## src/drive_ctrl_defs.svh

```systemverilog
// constants for the drive command and condition words
`ifndef DRIVE_CTRL_DEFS_SVH
`define DRIVE_CTRL_DEFS_SVH
// ==========================================================
// command word bit positions
`define CW_RAMP      0
`define CW_COAST     1
`define CW_QUICK     2
`define CW_COAST_EN  3
`define CW_QSTOP     4
`define CW_FREEZE    5
`define CW_START     6
`define CW_RESET     7
`define CW_JOG1      8
`define CW_JOG2      9
`define CW_VALID     10
`define CW_DOWN      11
`define CW_UP        12
`define CW_SETUP     13
`define CW_REV       15
// ==========================================================
// condition word bit positions
`define SW_CTRL_RDY  0
`define SW_DRV_RDY   1
`define SW_ENABLE    2
`define SW_TRIP      3
`define SW_COAST_ON  4
`define SW_QUICK_ON  5
`define SW_START_DIS 6
`define SW_WARN      7
`define SW_AT_REF    8
`define SW_RUNNING   11
`define SW_VOLT      13
`define SW_TORQUE    14
`define SW_TIMER     15
// ==========================================================
// reset values and timing
`define CW_RESET_VAL 16'h0000
`define SW_RESET_VAL 16'h0040
`define CLK_HZ       64'd40000000
`define READY_MS     64'd1500
`define READY_CYCLES ((`READY_MS * `CLK_HZ) / 64'd1000)
`endif

```

## src/drive_ctrl_pkg.sv

```systemverilog
// types shared by the drive command interpreter
package drive_ctrl_pkg;
	typedef enum logic [1:0] {
		GATE_DIN = 2'b00,
		GATE_BUS = 2'b01,
		GATE_AND = 2'b10,
		GATE_OR  = 2'b11
	} gate_mode_t;
	typedef enum logic {
		PROF_STD    = 1'b0,
		PROF_VENDOR = 1'b1
	} profile_t;
	typedef enum logic {
		RDY_WAIT = 1'b0,
		RDY_OK   = 1'b1
	} ready_state_t;
	// digital input functions, one bit each
	typedef struct packed {
		logic coast_en;
		logic quick_en;
		logic start;
		logic setup;
		logic reverse;
		logic trip_reset;
		logic jog;
	} din_t;
	// condition of the power stage reported by the drive core
	typedef struct packed {
		logic trip;
		logic warning;
		logic freq_zero;
		logic at_ref;
		logic dc_fault;
		logic torque_over;
		logic timer_over;
	} drive_state_t;
	// decoded commands towards the drive core
	typedef struct packed {
		logic ramp_stop_cmd;
		logic coast_stop_cmd;
		logic quick_stop_cmd;
		logic freeze;
		logic run_permit;
		logic jog1;
		logic jog2;
		logic ref_down;
		logic ref_up;
		logic setup_sel;
		logic reverse;
		logic preset_sel;
		logic dc_brake;
		logic out_activate;
	} drive_cmd_t;
endpackage

```

## src/drive_control_status_word.sv

```systemverilog
// drive command word decoder and condition word composer
`include "drive_ctrl_defs.svh"

module drive_control_status_word #(
	parameter int unsigned READY_CYCLES = 32'(`READY_CYCLES)
) (
	// clock and reset
	input  wire logic                        clk_sys,
	input  wire logic                        rst_n,
	// received first process word of a telegram
	input  wire logic [15:0]                 cmd_word,
	input  wire logic                        cmd_strobe,
	input  wire logic                        cmd_good,
	// configuration
	input  wire drive_ctrl_pkg::profile_t    profile,
	input  wire drive_ctrl_pkg::gate_mode_t  gate_coast,
	input  wire drive_ctrl_pkg::gate_mode_t  gate_quick,
	input  wire drive_ctrl_pkg::gate_mode_t  gate_start,
	input  wire drive_ctrl_pkg::gate_mode_t  gate_setup,
	input  wire logic                        stop_out_option,
	input  wire logic                        multi_setup_en,
	// digital input pins
	input  wire drive_ctrl_pkg::din_t        din_pins,
	// drive core condition
	input  wire drive_ctrl_pkg::drive_state_t drv_state,
	// outputs
	output drive_ctrl_pkg::drive_cmd_t       cmd_q,
	output logic                             trip_reset_q,
	output logic                             stop_output_q,
	output logic [15:0]                      status_q
);
	// ==========================================================
	// input synchroniser
	drive_ctrl_pkg::din_t din_meta_q;
	drive_ctrl_pkg::din_t din_q;
	always_ff @(posedge clk_sys) begin
		din_meta_q <= din_pins;
		din_q      <= din_meta_q;
	end

	function automatic logic gate_fn(input drive_ctrl_pkg::gate_mode_t m,
		input logic bus_b, input logic din_b);
		case (m)
			drive_ctrl_pkg::GATE_DIN: gate_fn = din_b;
			drive_ctrl_pkg::GATE_BUS: gate_fn = bus_b;
			drive_ctrl_pkg::GATE_AND: gate_fn = bus_b & din_b;
			default:                  gate_fn = bus_b | din_b;
		endcase
	endfunction

	// ==========================================================
	// applied command word
	logic [15:0] cw_q;
	wire         take_word = cmd_strobe & cmd_good & cmd_word[`CW_VALID];
	always_ff @(posedge clk_sys) begin
		if (!rst_n) begin
			cw_q <= `CW_RESET_VAL;
		end else if (take_word) begin
			cw_q <= cmd_word;
		end
	end

	// ==========================================================
	// decode
	wire vendor   = (profile == drive_ctrl_pkg::PROF_VENDOR);
	// in the vendor profile bits 00 and 02 are no stop commands
	wire on1      = vendor | cw_q[`CW_RAMP];
	wire on2      = cw_q[`CW_COAST];
	wire on3      = vendor | cw_q[`CW_QUICK];
	wire en_coast = gate_fn(gate_coast, cw_q[`CW_COAST_EN], din_q.coast_en);
	wire en_quick = gate_fn(gate_quick, cw_q[`CW_QSTOP], din_q.quick_en);
	wire en_start = gate_fn(gate_start, cw_q[`CW_START], din_q.start);
	wire setup_b  = gate_fn(gate_setup, cw_q[`CW_SETUP], din_q.setup);
	wire rst_b    = cw_q[`CW_RESET] | din_q.trip_reset;
	wire jog1_b   = cw_q[`CW_JOG1] | din_q.jog;
	wire rev_b    = cw_q[`CW_REV] | din_q.reverse;
	// jog runs from a quick-stop state with the stop bits released
	wire jog_ok   = ~en_quick & on1 & on2 & on3 & en_coast;
	wire permit   = on1 & on2 & on3 & en_coast & en_quick & en_start;

	drive_ctrl_pkg::drive_cmd_t cmd_d;
	always_comb begin
		cmd_d                = '0;
		cmd_d.ramp_stop_cmd  = ~on1 | ~en_start;
		cmd_d.coast_stop_cmd = ~on2 | ~en_coast;
		cmd_d.quick_stop_cmd = ~on3 | ~en_quick;
		cmd_d.freeze         = ~cw_q[`CW_FREEZE];
		cmd_d.run_permit     = permit;
		cmd_d.jog1           = jog_ok & jog1_b;
		cmd_d.jog2           = jog_ok & ~jog1_b & ~vendor & cw_q[`CW_JOG2];
		cmd_d.ref_down       = ~vendor & cw_q[`CW_DOWN];
		cmd_d.ref_up         = ~vendor & ~cw_q[`CW_DOWN] & cw_q[`CW_UP];
		cmd_d.setup_sel      = multi_setup_en & setup_b;
		cmd_d.reverse        = rev_b;
		cmd_d.preset_sel     = vendor & cw_q[`CW_RAMP];
		cmd_d.dc_brake       = vendor & ~cw_q[`CW_QUICK];
		cmd_d.out_activate   = vendor & cw_q[`CW_DOWN] & stop_out_option;
	end

	// ==========================================================
	// trip reset and ready timer
	logic       rst_b_q;
	wire        reset_pulse = rst_b & ~rst_b_q;
	drive_ctrl_pkg::ready_state_t rdy_q;
	logic [31:0] rdy_cnt_q;
	wire        rdy_last = (rdy_cnt_q == READY_CYCLES - 32'd1);
	always_ff @(posedge clk_sys) begin
		if (!rst_n) begin
			rst_b_q      <= 1'b0;
			trip_reset_q <= 1'b0;
			rdy_q        <= drive_ctrl_pkg::RDY_WAIT;
			rdy_cnt_q    <= 32'd0;
		end else begin
			rst_b_q      <= rst_b;
			trip_reset_q <= reset_pulse;
			if (reset_pulse) begin
				rdy_q     <= drive_ctrl_pkg::RDY_WAIT;
				rdy_cnt_q <= 32'd0;
			end else begin
				case (rdy_q)
					drive_ctrl_pkg::RDY_WAIT: begin
						rdy_cnt_q <= rdy_cnt_q + 32'd1;
						if (rdy_last) begin
							rdy_q <= drive_ctrl_pkg::RDY_OK;
						end
					end
					drive_ctrl_pkg::RDY_OK: rdy_cnt_q <= 32'd0;
					default: rdy_q <= drive_ctrl_pkg::RDY_WAIT;
				endcase
			end
		end
	end

	// ==========================================================
	// start disable latch: a set in the clearing cycle wins
	logic start_dis_q;
	logic on2_q;
	logic on3_q;
	wire  sd_set = reset_pulse | (on2_q & ~on2) | (on3_q & ~on3);
	wire  sd_clr = ~cw_q[`CW_RAMP] & cw_q[`CW_COAST] & cw_q[`CW_QUICK] & cw_q[`CW_VALID];
	always_ff @(posedge clk_sys) begin
		if (!rst_n) begin
			start_dis_q <= 1'b1;
			on2_q       <= 1'b0;
			on3_q       <= 1'b0;
		end else begin
			on2_q <= on2;
			on3_q <= on3;
			if (sd_set) begin
				start_dis_q <= 1'b1;
			end else if (sd_clr) begin
				start_dis_q <= 1'b0;
			end
		end
	end

	// ==========================================================
	// condition word and command outputs
	wire trip = drv_state.trip;
	wire stop_cmd = ~cw_q[`CW_RAMP] | ~cw_q[`CW_COAST] | ~cw_q[`CW_QUICK] | ~en_start;
	logic [15:0] status_d;
	always_comb begin
		status_d                = 16'h0000;
		status_d[`SW_CTRL_RDY]  = on1 & on2 & on3 & ~trip;
		status_d[`SW_DRV_RDY]   = status_d[`SW_CTRL_RDY] & (rdy_q == drive_ctrl_pkg::RDY_OK);
		status_d[`SW_ENABLE]    = on1 & on2 & on3 & en_coast & ~trip;
		status_d[`SW_TRIP]      = trip;
		status_d[`SW_COAST_ON]  = ~cw_q[`CW_COAST];
		status_d[`SW_QUICK_ON]  = ~cw_q[`CW_QUICK];
		status_d[`SW_START_DIS] = ~vendor & start_dis_q;
		status_d[`SW_WARN]      = drv_state.warning;
		status_d[`SW_AT_REF]    = drv_state.at_ref;
		status_d[`SW_RUNNING]   = permit | ~drv_state.freq_zero;
		status_d[`SW_VOLT]      = drv_state.dc_fault;
		status_d[`SW_TORQUE]    = drv_state.torque_over;
		status_d[`SW_TIMER]     = drv_state.timer_over;
	end

	always_ff @(posedge clk_sys) begin
		if (!rst_n) begin
			cmd_q         <= '0;
			stop_output_q <= 1'b0;
			status_q      <= `SW_RESET_VAL;
		end else begin
			cmd_q         <= cmd_d;
			// output is only raised once the shaft has stopped
			stop_output_q <= ~vendor & stop_cmd & drv_state.freq_zero & stop_out_option;
			status_q      <= status_d;
		end
	end
endmodule // drive_control_status_word

```

## config.mk

```make
export PLATFORM = sky130hd
export DESIGN_NAME = drive_control_status_word
export DESIGN_NICKNAME = d
export VERILOG_FILES = /design/src/drive_ctrl_pkg.sv /design/src/drive_control_status_word.sv
export VERILOG_INCLUDE_DIRS = /design/src
export SDC_FILE = /design/constraint.sdc
export NUM_CORES = 1
export LEC_CHECK = 0
export ABC_AREA = 1
export ABC_CLOCK_PERIOD_IN_PS = 2050
export BUFFER_PORTS_ARGS = -buffer_cell sky130_fd_sc_hd__buf_4
export CAP_MARGIN = 20
export CORE_ASPECT_RATIO = 1.2
export CORE_MARGIN = 3
export CORE_UTILIZATION = 45
export DETAILED_ROUTE_END_ITERATION = 10
export GPL_TIMING_DRIVEN = 0
export PLACE_DENSITY_LB_ADDON = 0.1
export SLEW_MARGIN = 15
export SYNTH_ARGS = -nofsm -noshare
export SYNTH_HDL_FRONTEND = slang
export SYNTH_SLANG_ARGS = --single-unit
```

## constraint.sdc

```tcl
create_clock -name clk_sys -period 2.05 [get_ports clk_sys]
set_input_delay 0.5125 -clock clk_sys [delete_from_list [all_inputs] [get_ports clk_sys]]
set_output_delay 0.5125 -clock clk_sys [all_outputs]
set_load 0.01 [all_outputs]
```

# --- Word-level counts from Yosys, hierarchy flattened ---
# Cells that the tools add are included.
word_totals:
  regBits: 99
  in_bits: 45
  out_inout_bits: 32
  wordCells: 137
op_classes:
  addsub: 1
  eq_ne: 9
  mux: 7
  bitwise_logic: 75
  n_reduce_logical: 6
op_table:
  columns: ["operator", "n"]
  rows:
  - ["32-bit one-hot mux with 2 select lines", 1]
  - ["1-bit AND", 40]
  - ["32-bit by 1-bit adder with 32-bit output (second input constant)", 1]
  - ["32-bit by 26-bit == test with 1-bit output (second input constant)", 1]
  - ["1-bit OR", 18]
  - ["1-bit NOT", 17]
  - ["1-bit one-hot mux with 3 select lines", 4]
  - ["2-bit by 1-bit == test with 1-bit output (second input constant)", 4]
  - ["2-bit == test (second input constant)", 4]
  - ["2-bit logical NOT", 4]
  - ["2-bit OR reduction", 2]
  - ["1-bit 2-to-1 mux", 2]

# --- Depth between registers and ports, before layout ---
logic_depth:
  depth_word: 10
  mapped_depth: 9
  mapped_depth_nobuf: 9

# --- Least setup slack after synthesis ---
# OpenSTA, ideal clock, no wires.
synth_path:
  path_type: "reg-to-reg"
  from: "register rdy_cnt_q[0]"
  to: "register rdy_cnt_q[26]"
  setup_ns: 0.115
  arrival_time_ns: 1.162
  setup_slack_ns: 0.773
  path_stages_with_launch: 9
  n_path_buf: 0
  synth_period_minus_slack_ns: 1.277
  cell_sequence: "dfxtp_1 > ha_1 > nand2_1 > nor2_2 > nand3_1 > nor2_2 > nand3_1 > nand2_1 > nor2_1"
synth_between:
  elab_chain_len: 2
synth_rtl:
  columns: ["element", "line", "text"]
  rows:
  - ["from (decl)", "drive_control_status_word.sv:105", "logic [31:0] rdy_cnt_q;"]
  - ["from (signal assigned)", "drive_control_status_word.sv:122", "rdy_cnt_q <= rdy_cnt_q + 32'd1;"]
  - ["32-bit by 1-bit adder with 32-bit output", "drive_control_status_word.sv:122", null]
  - ["32-bit one-hot mux with 2 select lines", "drive_control_status_word.sv:120", "case (rdy_q)"]
# Every way passes these cells.
# A chain may end at the register's enable or synchronous reset.

# --- Final worst setup path ---
layout_path:
  from: "register rdy_cnt_q[0]"
  to: "register rdy_cnt_q[20]"
# The elaborated chain is that of the path after synthesis.

==> metrics.txt <==
Hold Violations, Final 0; Layout area overhead 23.1%; hold buffers post-CTS 0; Vias/cell 4.84; maxcap violations 0; clock sink total 95; Final Wtd Congestion 0.945; crit path max fanout 4; vias in the first global route 3200; Iteration-0 DRC Markers 81; largest net degree at the start of global routing 19; Synth cell types 29; DR pass1 iterations 4; mapped cell area 0.00371 sq mm; final slew viol count 0; Net Sw Power 0.000868 W; skew final 0.0107 ns; Max IR drop VDD 410 uV; fmax 0.657 GHz; Post-CTS Setup Repair Bufs 0; internal power 0.00254 W; proportion of layout cells with a drive suffix above 1 20.2%; Die Span X 88.9 microns; Multi-input gate area 0.00155 sq mm; Cells after Synth 491; Ports 77; Clock H-tree levels 3; Clk pwr share 35.8%; register area 0.00190 sq mm; Port Buffers 71; Final HPWL DP 6.59 mm; logic gate share of total power 7.5%; first-pass GRT wire length 14.0 mm; Startpoint Class flop; setup TNS 0 ns; core box area 0.00784 sq mm; CTS tree yes; CTS max path bufs 2; worst skew pair latency 0.36 ns; CP endpoint kind flop; initial antenna violation count 0; via count 3250; CTS resizes 0; CP required 2.32 ns; Yosys warnings 0; Min Clock Period, post-route 1.52 ns; Reg clk slew, reported paths 0.10 ns; RSZ-0062 raised after global routing false; setup slack, reg-to-reg 0.53 ns; final setup fails 0; WL final 8.42 mm; largest area contributor in the netlist dfxtp_1; number of standard cells in the layout, taps in and fillers out 672; #FFs+latches synth 95; Clock Tree Root clkbuf_8; Num CTS Buffers 9; HP Class input pin to flop; LEAKAGE 1.83 nW; row count 35; sequential area share after synthesis 51.3%; Starting Density 47.3%; post-route ant nets 0; status finished clean; Fill cells 762; final net count 621; Die Height 105 microns; Ant. Diodes 0; top post-synthesis cells by area dfxtp_1 (51%), nand2_1 (10%), nor2_1 (9.0%), a21oi_1 (6.1%), inv_1 (5.2%); Power Density 745 mW/mm^2; Tcrit/Tclk final 74.2%; DRC Markers 0; relative slew slack 67.3%; sw frac 25.5%; drt wl/cell 12.5 microns; global route total overflow 0; die area 0.00937 sq mm; GR Util All Layers 19.2%; critical path class flop to flop; slew at the pin closest to its max-slew limit 0.486 ns; post-synthesis average cell area 7.56 sq um; Yosys top cell area share 51.3%; Reg power frac 56.7%; placed cell count 656; CP Data Arrival Time 1.79 ns
## flip-flops by register name, indices dropped and copies added (netlist names), 7 cells and up
signal      cells
cw_q           15
din_meta_q      7
cmd_q          14
status_q       13
din_q           7
rdy_cnt_q      32
## logic make-up after synthesis
kind of cell	Yosys count	share of synthesized area, %
AOI/OAI and AO/OA	73	10.2
muxes	1	0.270
buffers and inverters	65	7.15
DFF	95	51.3
xor gates and xnor gates	7	1.65
adders and majority gates	1	0.337
other	1	0.101
and+or+nand+nor	248	29.1
## critical path: stages, from the launching register on
cell and delay, ns:
dfxtp_1 0.38, ha_1 0.20, nand3_1 0.18, nor2_2 0.22, nand2_1 0.13, nor2_1 0.16
nand2_1 0.07, nand2_1 0.05, nor2_1 0.03
## layer usage
layer | global-route usage (%) | wire length (microns) | up-vias
met2 | 32.9 | 4280 | 80
met3 | 6.25 | 484 | 26
met1 | 20.9 | 3320 | 1443
li1 | - | - | 1701
met5 | 0 | 0 | -
met4 | 8.86 | 330 | 0
## worst paths after layout
path                      startpoint                  endpoint  cells after the start
min reg2reg    din_meta_q[2]$_DFF_P_          din_q[2]$_DFF_P_                      0
max          rdy_cnt_q[0]$_SDFF_PP0_  rdy_cnt_q[20]$_SDFF_PP0_                      8
max reg2reg  rdy_cnt_q[0]$_SDFF_PP0_  rdy_cnt_q[20]$_SDFF_PP0_                      8
min                      din_pins[5]     din_meta_q[5]$_DFF_P_                      1
## layout make-up
cell class              instances  share of cell area, %
clock buffers                  10                   3.01
well taps                      92                   2.52
multi-input cells             333                   34.0
flip-flops and latches         95                   41.7
inverters                      53                   4.36
plain buffers                  12                   1.45
repair buffers                 71                   11.7
clock inverters                 6                   1.37
## power by group through the flow
stage	clock (W)	sequential [W]	combinational (W)
6_report	0.00122	0.00193	0.000254
5_1_grt	0.00132	0.00194	0.000287
4_1_cts	0.00125	0.00193	0.000259
3_5_place_dp	0	0.00197	0.000258
3_3_place_gp	0	0.00197	0.000254
2_1_floorplan	0	0.00198	0.000110
## layout by cell type (no fill, tap or decap), types with 2 or more instances in the layout
cell type  instances
clkbuf_1           5
clkbuf_8          10
a21oi_1           45
nor3_1             8
nor2_2             8
nand3b_1           2
clkinv_4           3
nor2_1            89
nand2_2            6
conb_1             3
dfxtp_1           95
xnor2_1            2
nand4_1            2
nand2_1          100
and2_1             2
nor2_4             6
inv_1             51
buf_2              2
xor2_1             5
o21ai_0           25
buf_4             76
nand3_1           23
## stage by stage
stage               worst slack, ns  cell area, sq um  utilization (%)  total power [W]  hold WS [ns]
floorplan                     0.773              3720                -          0.00209         0.310
global placement              0.512              4370             55.7          0.00223         0.311
detailed placement            0.492              4370             55.7          0.00223         0.316
CTS                           0.496              4570             58.2          0.00344         0.225
global route                  0.376              4570             58.2          0.00354         0.220
finish                        0.528              4570             58.2          0.00340         0.244
## synthesized netlist by cell type
cell type / number
nand3b_1: 2
nand3_1: 23
mux2i_1: 1
nand2_4: 1
buf_4: 5
and2_1: 2
nor2_1: 89
a211oi_1: 1
conb_1: 1
nor3_1: 8
dfxtp_1: 95
a21oi_1: 45
nor2_4: 6
clkbuf_1: 5
xor2_1: 5
buf_2: 2
o21bai_1: 1
ha_1: 1
o21bai_2: 1
o21ai_0: 25
nand2_2: 6
inv_1: 51
nor2_2: 8
nand2_1: 100
nor3b_1: 1
clkinv_1: 1
inv_2: 1
xnor2_1: 2
nand4_1: 2
Note: power is estimated with default switching activity, not from simulation.
